===== config.mk =====
export PLATFORM = sky130hd
export DESIGN_NAME = mpw_ctrl
export DESIGN_NICKNAME = d
export VERILOG_FILES = /design/src/core/mpw_pkg.sv /design/src/core/mpw_ctrl.sv /design/src/core/mpw_pwm_core.sv
export VERILOG_INCLUDE_DIRS = /design/src /design/src/core
export SDC_FILE = /design/constraint.sdc
export NUM_CORES = 2
export LEC_CHECK = 0
export BUFFER_PORTS_ARGS = -buffer_cell sky130_fd_sc_hd__buf_2
export CAP_MARGIN = 20
export CELL_PAD_IN_SITES_DETAIL_PLACEMENT = 0
export CELL_PAD_IN_SITES_GLOBAL_PLACEMENT = 1
export CORE_ASPECT_RATIO = 0.6
export CORE_MARGIN = 4
export CORE_UTILIZATION = 47
export CTS_CLUSTER_SIZE = 24
export DETAILED_ROUTE_END_ITERATION = 8
export GPL_TIMING_DRIVEN = 0
export PLACE_DENSITY_LB_ADDON = 0.1
export REMOVE_ABC_BUFFERS = 1
export SETUP_SLACK_MARGIN = 0.02
export SLEW_MARGIN = 40
export SYNTH_ARGS = -nofsm -noshare
export SYNTH_HDL_FRONTEND = slang
export SYNTH_SLANG_ARGS = --single-unit

===== constraint.sdc =====
create_clock -name clk_sys -period 119.5 [get_ports clk_sys]
set_input_delay 11.95 -clock clk_sys [delete_from_list [all_inputs] [get_ports clk_sys]]
set_output_delay 11.95 -clock clk_sys [all_outputs]
set_load 0.05 [all_outputs]

===== src/core/mpw_defines.svh =====
`ifndef MPW_DEFINES_SVH
`define MPW_DEFINES_SVH
`define MPW_CODE_FULL 10'h3ff
`define MPW_BUS_FULL_V 111
`define MPW_CUR_FULL_A 5
`define MPW_OV_LIMIT_CODE 10'h0fc
`define MPW_UV_LIMIT_CODE 10'h06c
`define MPW_CAL_CYCLES 16'h0100
`define MPW_IPD_CYCLES 16'h0200
`define MPW_OPEN_CYCLES 16'h0400
`define MPW_CAR_PEAK 10'h3e7
`define MPW_FULL_SCALE 16'h7fff
`define MPW_OPEN_IQ 16'h0800
`define MPW_OPEN_SPEED 16'h0400
`define MPW_RUN_SPEED 16'h1000
`endif


===== src/core/mpw_pkg.sv =====
package mpw_pkg;
  typedef enum logic [1:0] {
    MPW_SYS_INACTIVE = 2'b00,
    MPW_SYS_ACTIVE = 2'b01,
    MPW_SYS_ERROR = 2'b10
  } mpw_sys_t;
  typedef enum logic [2:0] {
    MPW_RUN_OFFSET_CAL = 3'b000,
    MPW_RUN_OFFSET_DONE = 3'b001,
    MPW_RUN_IPD = 3'b010,
    MPW_RUN_IPD_DONE = 3'b011,
    MPW_RUN_OPEN = 3'b100,
    MPW_RUN_CLOSED = 3'b101,
    MPW_RUN_BRAKE = 3'b110,
    MPW_RUN_END = 3'b111
  } mpw_run_t;
  typedef struct packed {
    logic signed [15:0] u;
    logic signed [15:0] v;
    logic signed [15:0] w;
  } mpw_phase_t;
  typedef struct packed {
    logic signed [15:0] id_ref;
    logic signed [15:0] iq_ref;
    logic signed [15:0] speed_ref;
  } mpw_cmd_t;
endpackage


===== src/core/mpw_ctrl.sv =====
// Added by the designer: the register addresses and the strobed register port.
`timescale 1ns/1ns
`include "mpw_defines.svh"
module mpw_ctrl
  import mpw_pkg::*;
#(
  parameter bit MODULATION_SELECT = 1'b1,
  parameter int CW = 10,
  parameter logic [15:0] CAL_CYCLES = `MPW_CAL_CYCLES,
  parameter logic [15:0] IPD_CYCLES = `MPW_IPD_CYCLES,
  parameter logic [15:0] OPEN_CYCLES = `MPW_OPEN_CYCLES
) (
  // clock and reset
  input wire logic clk_sys,
  input wire logic resetn,
  // host events, one-cycle pulses
  input wire logic ev_drive,
  input wire logic ev_stop,
  input wire logic ev_reset,
  // converter samples, 10-bit codes
  input wire logic [9:0] bus_voltage_channel,
  input wire logic [9:0] shunt_or_u_current_channel,
  input wire logic [9:0] w_current_channel,
  input wire logic three_shunt,
  // comparator pins and dac reference
  input wire logic overcurrent_comparator,
  input wire logic hw_overcurrent,
  output logic [9:0] dac_ref,
  // voltage commands from the vector path
  input mpw_phase_t phase_cmd,
  input wire logic [15:0] volt_cmd,
  // outputs to control path
  output logic signed [15:0] bus_mv,
  output logic signed [15:0] i_link_ma,
  output logic signed [15:0] i_w_ma,
  output logic [15:0] mod_factor,
  output mpw_cmd_t cmd_ref,
  output mpw_sys_t sys_state,
  output mpw_run_t run_state,
  // interrupt and register port
  input wire logic [3:0] reg_addr,
  input wire logic [31:0] reg_wdata,
  input wire logic reg_wr,
  input wire logic reg_rd,
  output logic [31:0] reg_rdata,
  output logic irq,
  // gates
  output logic [2:0] gate_hi,
  output logic [2:0] gate_lo
);
  localparam logic [3:0] A_STATUS = 4'h0;
  localparam logic [3:0] A_MASK = 4'h4;
  localparam logic [3:0] A_STATE = 4'h8;
  localparam logic [3:0] A_DAC = 4'hc;

  // pin sync: comparator and hardware trip come from the analog side
  logic [1:0] cmp_s;
  logic [1:0] hwoc_s;
  always_ff @(posedge clk_sys) begin
    if (!resetn) begin
      cmp_s <= 2'b00;
      hwoc_s <= 2'b00;
    end else begin
      cmp_s <= {cmp_s[0], overcurrent_comparator};
      hwoc_s <= {hwoc_s[0], hw_overcurrent};
    end
  end
  wire cmp_hit = cmp_s[1];
  // the raw pin also cuts gates so the trip does not wait for sync
  wire hw_trip = hw_overcurrent | hwoc_s[1];
  // state logic and flags see only the synced copy; a raw async pin there could split states
  wire hw_sync = hwoc_s[1];

  // scaling: mV = code*111000/1023, mA = code*10000/1023 - 5000
  wire [31:0] bus_prod = 32'(bus_voltage_channel) * 32'd111000;
  wire [31:0] iu_prod = 32'(shunt_or_u_current_channel) * 32'd10000;
  wire [31:0] iw_prod = 32'(w_current_channel) * 32'd10000;
  always_ff @(posedge clk_sys) begin
    if (!resetn) begin
      bus_mv <= '0;
      i_link_ma <= '0;
      i_w_ma <= '0;
    end else begin
      bus_mv <= 16'(bus_prod / 32'd1023);
      i_link_ma <= 16'(iu_prod / 32'd1023) - 16'sd5000;
      i_w_ma <= three_shunt ? 16'(iw_prod / 32'd1023) - 16'sd5000 : 16'sd0;
    end
  end

  // modulation factor in q15: volt_cmd (mV) / bus (mV)
  wire [31:0] mod_num = {1'b0, volt_cmd, 15'h0000};
  wire [15:0] bus_den = (bus_mv > 16'sd0) ? 16'(bus_mv) : 16'h0001;
  wire [31:0] mod_q = mod_num / 32'(bus_den);
  always_ff @(posedge clk_sys) begin
    if (!resetn) mod_factor <= '0;
    else mod_factor <= (mod_q > 32'(`MPW_FULL_SCALE)) ? `MPW_FULL_SCALE : mod_q[15:0];
  end

  // fault detection
  wire ov_err = bus_voltage_channel > `MPW_OV_LIMIT_CODE;
  wire uv_err = bus_voltage_channel < `MPW_UV_LIMIT_CODE;
  wire fault = ov_err | uv_err | hw_sync | (cmp_hit & (run_state != MPW_RUN_IPD));
  wire ev_error = fault & (sys_state == MPW_SYS_ACTIVE);

  // state machines
  logic [15:0] timer;
  mpw_sys_t next_sys;
  mpw_run_t next_run;
  wire tmo_cal = timer >= CAL_CYCLES;
  wire tmo_open = timer >= OPEN_CYCLES;
  wire ipd_end = cmp_hit | (timer >= IPD_CYCLES);

  always_comb begin
    next_sys = sys_state;
    next_run = run_state;
    unique case (sys_state)
      MPW_SYS_INACTIVE: begin
        if (ev_drive) begin
          next_sys = MPW_SYS_ACTIVE;
          next_run = MPW_RUN_OFFSET_CAL;
        end
      end
      MPW_SYS_ACTIVE: begin
        if (ev_error) begin
          next_sys = MPW_SYS_ERROR;
          next_run = MPW_RUN_END;
        end else if (ev_stop) begin
          next_sys = MPW_SYS_INACTIVE;
          next_run = MPW_RUN_END;
        end else begin
          unique case (run_state)
            MPW_RUN_OFFSET_CAL: if (tmo_cal) next_run = MPW_RUN_OFFSET_DONE;
            MPW_RUN_OFFSET_DONE: next_run = MPW_RUN_IPD;
            MPW_RUN_IPD: if (ipd_end) next_run = MPW_RUN_IPD_DONE;
            MPW_RUN_IPD_DONE: next_run = MPW_RUN_OPEN;
            MPW_RUN_OPEN: if (tmo_open) next_run = MPW_RUN_CLOSED;
            MPW_RUN_CLOSED: next_run = MPW_RUN_CLOSED;
            MPW_RUN_BRAKE: next_run = MPW_RUN_END;
            MPW_RUN_END: next_run = MPW_RUN_END;
          endcase
        end
      end
      MPW_SYS_ERROR: begin
        if (ev_reset) next_sys = MPW_SYS_INACTIVE;
      end
      default: next_sys = MPW_SYS_ERROR;
    endcase
  end

  always_ff @(posedge clk_sys) begin
    if (!resetn) begin
      sys_state <= MPW_SYS_INACTIVE;
      run_state <= MPW_RUN_END;
      timer <= '0;
    end else begin
      sys_state <= next_sys;
      run_state <= next_run;
      timer <= (next_run != run_state) ? 16'h0000 : timer + 16'h0001;
    end
  end

  // command references follow the run state
  always_ff @(posedge clk_sys) begin
    if (!resetn) cmd_ref <= '0;
    else begin
      cmd_ref.id_ref <= 16'sd0;
      cmd_ref.iq_ref <= (run_state == MPW_RUN_OPEN) ? `MPW_OPEN_IQ : 16'sd0;
      cmd_ref.speed_ref <= (run_state == MPW_RUN_OPEN) ? `MPW_OPEN_SPEED :
                           (run_state == MPW_RUN_CLOSED) ? `MPW_RUN_SPEED : 16'sd0;
    end
  end

  // harmonic offset; min/max picked combinationally
  wire signed [15:0] mx_uv = (phase_cmd.u > phase_cmd.v) ? phase_cmd.u : phase_cmd.v;
  wire signed [15:0] mn_uv = (phase_cmd.u < phase_cmd.v) ? phase_cmd.u : phase_cmd.v;
  wire signed [15:0] vmax = (mx_uv > phase_cmd.w) ? mx_uv : phase_cmd.w;
  wire signed [15:0] vmin = (mn_uv < phase_cmd.w) ? mn_uv : phase_cmd.w;
  wire signed [16:0] vsum = 17'(vmax) + 17'(vmin);
  wire signed [15:0] v_off = MODULATION_SELECT ? 16'(vsum >>> 1) : 16'sd0;
  wire signed [15:0] mu = phase_cmd.u - v_off;
  wire signed [15:0] mv = phase_cmd.v - v_off;
  wire signed [15:0] mw = phase_cmd.w - v_off;
  // signed command taken to offset binary over the full CW-bit range, not clipped to the carrier peak; top bits used, trading resolution for width
  function automatic logic [CW-1:0] to_duty(input logic signed [15:0] c);
    logic [15:0] b;
    b = 16'(c) ^ 16'h8000;
    return b[15 -: CW];
  endfunction
  wire [3*CW-1:0] duty = {to_duty(mw), to_duty(mv), to_duty(mu)};

  // gates run only while active and no fault; hw trip gates outputs directly
  wire pwm_en = (sys_state == MPW_SYS_ACTIVE) & (run_state != MPW_RUN_OFFSET_CAL) &
                (run_state != MPW_RUN_END) & ~ov_err & ~uv_err;
  logic [2:0] core_hi;
  logic [2:0] core_lo;
  mpw_pwm_core #(.CW(CW)) u_core (
    .clk_sys(clk_sys),
    .resetn(resetn),
    .duty(duty),
    .enable(pwm_en),
    .gate_hi(core_hi),
    .gate_lo(core_lo)
  );
  assign gate_hi = hw_trip ? 3'b000 : core_hi;
  assign gate_lo = hw_trip ? 3'b000 : core_lo;

  // status: 0 ov, 1 uv, 2 comparator, 3 hw trip, 4 run state change
  logic [4:0] status;
  logic [4:0] mask;
  logic [9:0] dac_q;
  wire [4:0] ev_bits = {next_run != run_state, hw_sync, cmp_hit, uv_err, ov_err};
  wire wr_status = reg_wr & (reg_addr == A_STATUS);
  wire [4:0] clr_bits = wr_status ? reg_wdata[4:0] : 5'h00;
  always_ff @(posedge clk_sys) begin
    if (!resetn) begin
      status <= '0;
      mask <= '0;
      dac_q <= 10'h3ff;
      reg_rdata <= '0;
    end else begin
      status <= (status & ~clr_bits) | ev_bits;
      if (reg_wr & (reg_addr == A_MASK)) mask <= reg_wdata[4:0];
      if (reg_wr & (reg_addr == A_DAC)) dac_q <= reg_wdata[9:0];
      if (reg_rd) begin
        unique case (reg_addr)
          A_STATUS: reg_rdata <= {27'h0, status};
          A_MASK: reg_rdata <= {27'h0, mask};
          A_STATE: reg_rdata <= {27'h0, run_state, sys_state};
          A_DAC: reg_rdata <= {22'h0, dac_q};
          default: reg_rdata <= 32'h0;
        endcase
      end else reg_rdata <= 32'h0;
    end
  end
  assign dac_ref = dac_q;
  assign irq = |(status & mask);

  a_trip_cut: assert property (@(posedge clk_sys) disable iff (!resetn)
    hw_overcurrent |-> (gate_hi == 3'b000 && gate_lo == 3'b000)) else $error("gates on in trip");
  a_no_spont_start: assert property (@(posedge clk_sys) disable iff (!resetn)
    (sys_state == MPW_SYS_INACTIVE && !ev_drive) |=> sys_state == MPW_SYS_INACTIVE)
    else $error("drive began without event");
  a_fault_stop: assert property (@(posedge clk_sys) disable iff (!resetn)
    (sys_state == MPW_SYS_ACTIVE && ev_error) |=> sys_state == MPW_SYS_ERROR ##1 !pwm_en)
    else $error("fault did not stop drive");
  a_run_order: assert property (@(posedge clk_sys) disable iff (!resetn)
    (run_state == MPW_RUN_OFFSET_DONE && sys_state == MPW_SYS_ACTIVE && !ev_stop && !ev_error)
    |=> run_state == MPW_RUN_IPD) else $error("sub-state out of order");
  a_state_legal: assert property (@(posedge clk_sys) disable iff (!resetn)
    sys_state != 2'b11) else $error("illegal system state");
  a_err_hold: assert property (@(posedge clk_sys) disable iff (!resetn)
    (sys_state == MPW_SYS_ERROR && !ev_reset) |=> sys_state == MPW_SYS_ERROR)
    else $error("error left without reset");
  a_run_stable: assert property (@(posedge clk_sys) disable iff (!resetn)
    (run_state == MPW_RUN_CLOSED && !ev_stop && !ev_error) |=> $stable(run_state))
    else $error("run state moved");
  a_cmd_open: assert property (@(posedge clk_sys) disable iff (!resetn)
    run_state == MPW_RUN_OPEN |=> cmd_ref.iq_ref == `MPW_OPEN_IQ) else $error("open iq");
  a_irq_level: assert property (@(posedge clk_sys) disable iff (!resetn)
    irq == |(status & mask)) else $error("irq mismatch");
  c_start: cover property (@(posedge clk_sys) disable iff (!resetn)
    sys_state == MPW_SYS_INACTIVE ##1 sys_state == MPW_SYS_ACTIVE);
  c_closed: cover property (@(posedge clk_sys) disable iff (!resetn)
    run_state == MPW_RUN_CLOSED);
  c_error: cover property (@(posedge clk_sys) disable iff (!resetn)
    sys_state == MPW_SYS_ERROR ##[1:20] sys_state == MPW_SYS_INACTIVE);
  c_ipd_hit: cover property (@(posedge clk_sys) disable iff (!resetn)
    run_state == MPW_RUN_IPD && cmp_hit);
  c_irq: cover property (@(posedge clk_sys) disable iff (!resetn)
    $rose(irq));

  // flags: an event in the cycle of a clear must still leave its bit set
  a_set_wins: assert property (@(posedge clk_sys) disable iff (!resetn)
    ev_bits[0] |=> status[0]) else $error("ov flag lost");
  a_flag_sticky: assert property (@(posedge clk_sys) disable iff (!resetn)
    (status[3] && !clr_bits[3]) |=> status[3]) else $error("trip flag dropped");
  // gates are registered, so a voltage fault shows at the pins one cycle later
  a_ov_halt: assert property (@(posedge clk_sys) disable iff (!resetn)
    ov_err |=> (gate_hi == 3'b000 && gate_lo == 3'b000))
    else $error("gates on in overvoltage");
  a_stop_end: assert property (@(posedge clk_sys) disable iff (!resetn)
    (sys_state == MPW_SYS_ACTIVE && ev_stop && !ev_error)
    |=> (sys_state == MPW_SYS_INACTIVE && run_state == MPW_RUN_END))
    else $error("stop did not end drive");
  a_mod_sat: assert property (@(posedge clk_sys) disable iff (!resetn)
    mod_factor <= `MPW_FULL_SCALE) else $error("modulation factor above full scale");
endmodule


===== src/core/mpw_pwm_core.sv =====
`timescale 1ns/1ns
`include "mpw_defines.svh"
module mpw_pwm_core
  import mpw_pkg::*;
#(
  parameter int CW = 10,
  parameter logic [9:0] PEAK = `MPW_CAR_PEAK
) (
  // clock and reset
  input wire logic clk_sys,
  input wire logic resetn,
  // duty values, offset binary over the full CW-bit range
  input wire logic [3*CW-1:0] duty,
  input wire logic enable,
  // gate outputs
  output logic [2:0] gate_hi,
  output logic [2:0] gate_lo
);
  logic [CW-1:0] carrier;
  logic dir_up;
  logic [3*CW-1:0] held;
  wire at_bottom = (carrier == '0);
  wire at_top = (carrier == PEAK);
  wire extremum = at_bottom | at_top;

  always_ff @(posedge clk_sys) begin
    if (!resetn) begin
      carrier <= '0;
      dir_up <= 1'b1;
      held <= '0;
    end else begin
      if (dir_up) carrier <= at_top ? carrier - 1'b1 : carrier + 1'b1;
      else carrier <= at_bottom ? carrier + 1'b1 : carrier - 1'b1;
      if (at_top) dir_up <= 1'b0;
      else if (at_bottom) dir_up <= 1'b1;
      if (extremum) held <= duty;
    end
  end

  genvar i;
  generate
    for (i = 0; i < 3; i++) begin : g_ph
      wire on_state = held[i*CW +: CW] > carrier;
      always_ff @(posedge clk_sys) begin
        if (!resetn) begin
          gate_hi[i] <= 1'b0;
          gate_lo[i] <= 1'b0;
        end else begin
          gate_hi[i] <= enable & on_state;
          gate_lo[i] <= enable & ~on_state;
        end
      end
    end
  endgenerate

  a_carrier_bound: assert property (@(posedge clk_sys) disable iff (!resetn)
    carrier <= PEAK) else $error("carrier above peak");
  a_hold_stable: assert property (@(posedge clk_sys) disable iff (!resetn)
    !$past(extremum) |-> held == $past(held)) else $error("duty changed mid ramp");
endmodule


==> key figures <==
Status
  – Outcome: complete, no violations

Yosys
  – Synth top area cells: ha_1 17%, dfxtp_1 6.3%, a21oi_1 6.1%
  – Most used flip-flop cell after synthesis: dfxtp_1
  – Synth top cells by count: 724 x ha_1, 713 x nor2_1, 659 x a21oi_1, 659 x nand2_1, 471 x inv_1
  – Yosys synthesis warning count: 0
  – Post-synth cell types: around 140
  – Cell area after synthesis: 0.05367 mm²
  – Avg Cell Area, Syn: 7.026 µm²
  – Yosys reg bits: ~170
  – Synth async-reset ratio: 0
  – Post-synth EDFFs: 0
  – Top-area cell type share of the netlist area: 0.1688
  – Syn Inst Count: 7,639
  – Most common cell in the netlist: ha_1
  – Register area share after synthesis: 0.06266
  – Leading area contributor after synthesis: ha_1

Layout
  – Register area: 0.003364 mm²
  – Nets: 8,640
  – Post-Layout Cell Count: 9,226
  – Multi-input logic area: 0.04801 mm²
  – Fillers: 11,404
  – Share of layout cells above drive strength 1: 0.08031
  – Layout area overhead: 6.313%

Route
  – DR vias/cell: 6.248
  – Antenna Violating Nets Remaining: 0
  – Drt drc: 0
  – DR iter-0 viols: 5,921
  – Router iterations before antenna repair: 6
  – Via total after detailed routing: 57,640
  – Routed wire length: 183.1 mm
  – Wire per inst: roughly 20 µm

Clock tree
  – Clk sinks: 168
  – Hold_buf cts: 0
  – Clock Latency Late Sink: 0.53 ns
  – Clock Root Buffer: clkbuf_16
  – Inserted Clock Buffers: 17
  – CTS clk-pin slew, worst paths: 0.09 ns
  – Post-CTS Setup Inserts: 0
  – Post_cts resized: 0
  – CTS tree: yes
  – Max H-tree Level: 4
  – Clk buf depth: 2

Global route
  – Global-route wire length before repair: 289.6 mm
  – Initial antenna violation count: 5
  – Overflow after GRT: 0
  – Met3 usage: 0.04329
  – Met1 Resource Use GR: 0.4878
  – GRT busiest layer: met1
  – GR met2 Demand/Resource: 0.3799
  – GRT Overall Usage: 0.2914
  – Largest net degree at the start of global routing: 67
  – Vias in the first global route: 51,266

Placed design
  – I/O Buffers: roughly 220
  – Post-DP HPWL: 150.6 mm
  – Placed cells: 9,191
  – Gpl congestion: 0.9432

Critical path
  – Startpoint types: input pin
  – Slowest stage cell, crit path: o41ai_1
  – CP most frequent cell: o21ai_0
  – Reg2reg end: mod_factor[0]
  – Crit Path Max Fanout: 34
  – Register-to-register setup slack: ~18 ns
  – CP arrival: 110.56 ns
  – Worst Setup End Kind: flip-flop
  – Worst reg-to-reg path cell count: 410
  – Crit path to: mod_factor[0]
  – Worst r2r src: bus_mv[14]
  – Crit path required time: 119.91 ns
  – Critical path type: in2reg
  – CP peak stage delay: 0.76 ns
  – CP startpoint: volt_cmd[15]

STA
  – Unrepaired setup endpoints after global routing: no
  – Max Fclk: 0.009079 GHz
  – Final hold violation count: 0
  – Post-layout min period: roughly 110 ns
  – Final Cycle Share: 0.9218
  – Fin. max-slew vios: 0
  – Least-Margin Pin Slew: 0.9126 ns
  – Fin Clk Skew: 0.02601 ns
  – Max transition margin: 0.3916
  – Final setup vio count: 0
  – Sum Neg Setup Slack: 0 ns

Floorplan
  – Die Y: 269.8 µm
  – Initial core utilization: 0.4763
  – FP Rows: 95
  – I/O pins: 306
  – Die Span X: 444.3 µm
  – Total core area: 0.1127 mm²
  – Full die area: 0.1198 mm²

Min path
  – Hold crit path type: reg2reg

Run
  – Max Cap Viol: 0
cell type report:
type,count,share of cell area
multi-input cells,6799,0.8413
flip-flops and latches,168,0.05897
well taps,1503,0.03296
inverters,474,0.03140
repair buffers,248,0.02585
clock buffers,22,0.008135
clock inverters,9,0.001206
diodes,3,0.0001316
registers in the layout (all words and copies together), names as in the netlist, 3 cells and up:
name	cells
run_state	3
u_core.held	30
u_core.gate_lo	3
i_link_ma	16
mod_factor	16
timer	16
mask	5
u_core.carrier	10
status	5
dac_ref	10
reg_rdata	10
u_core.gate_hi	3
i_w_ma	16
bus_mv	16
metrics by stage:
step	cell area [µm²]	worst slack (ns)	utilization	hold slack (ns)
final	57060	9.350	0.5064	0.4439
after global routing	57050	1.821	0.5063	0.4622
after CTS	56940	11.48	0.5053	0.4488
after detailed placement	56410	11.25	0.5006	0.4258
after global placement	55600	1.130	0.4934	0.4154
after floorplan	52640	25.50	-	0.4118
worst max-delay path: cells and delay by family:
kind                     cells  cell delay, ns
adder cells (fa/ha/maj)     32           10.49
buffers and inverters       20            3.77
multiplexers                 4            1.74
AND/OR/NAND/NOR            108           25.95
AO/OA/AOI/OAI              240           56.43
worst min path at each step:
stage	cells past startpoint	slack [ns]	from	to
final	1	0.44	cmp_s[0]	cmp_s[1]
after global routing	1	0.46	cmp_s[0]	cmp_s[1]
after CTS	1	0.45	cmp_s[0]	cmp_s[1]
after detailed placement	1	0.43	cmp_s[0]	cmp_s[1]
after global placement	1	0.42	hwoc_s[0]	hwoc_s[1]
after floorplan	1	0.41	cmp_s[0]	cmp_s[1]
cells by family (layout without fill, tap and decap cells):
logic type,after synthesis,after routing,synth area share
and+or+nand+nor,2811,2811,0.2639
AOI/OAI and AO/OA,2421,2421,0.2998
adders and majority gates,794,794,0.1945
buffers and inverters,756,753,0.05826
xor gates and xnor gates,513,513,0.08425
muxes,174,174,0.03637
DFF,168,168,0.06266
other,2,89,0.0001399
layout by cell type (no fill, tap or decap), types with 39 or more instances in the layout:
| cell type | n |
|---|---|
| mux2i_1 | 65 |
| o31ai_1 | 88 |
| nand3_1 | 226 |
| a31oi_1 | 103 |
| a21boi_0 | 51 |
| nor2b_1 | 71 |
| dfxtp_1 | 167 |
| nor3_1 | 220 |
| o211ai_1 | 87 |
| xor2_1 | 136 |
| nor2_1 | 704 |
| o21bai_1 | 49 |
| nand4_1 | 145 |
| a21oi_1 | 652 |
| o21ai_0 | 437 |
| mux2_2 | 96 |
| nand2_1 | 654 |
| inv_1 | 470 |
| a21o_1 | 206 |
| or2_2 | 57 |
| fa_1 | 68 |
| or3_1 | 68 |
| a211oi_1 | 78 |
| o21a_1 | 117 |
| and2_1 | 121 |
| conb_1 | 86 |
| buf_2 | 228 |
| nand2b_1 | 135 |
| ha_1 | 724 |
| o21ai_1 | 39 |
| and3_1 | 93 |
| xnor2_1 | 372 |
| nor4_1 | 62 |
| or4_1 | 40 |
per-layer routing:
layer	share of wire	vias to the layer above	routed length, µm
met5	0	-	0
met4	0.012	0	2169
met3	0.084	90	15430
met2	0.37	2150	67230
met1	0.54	27041	98270
li1	-	28359	-
Power is not shown: default switching activity piles up to over one toggle a cycle in this logic, so the estimate is an artifact.
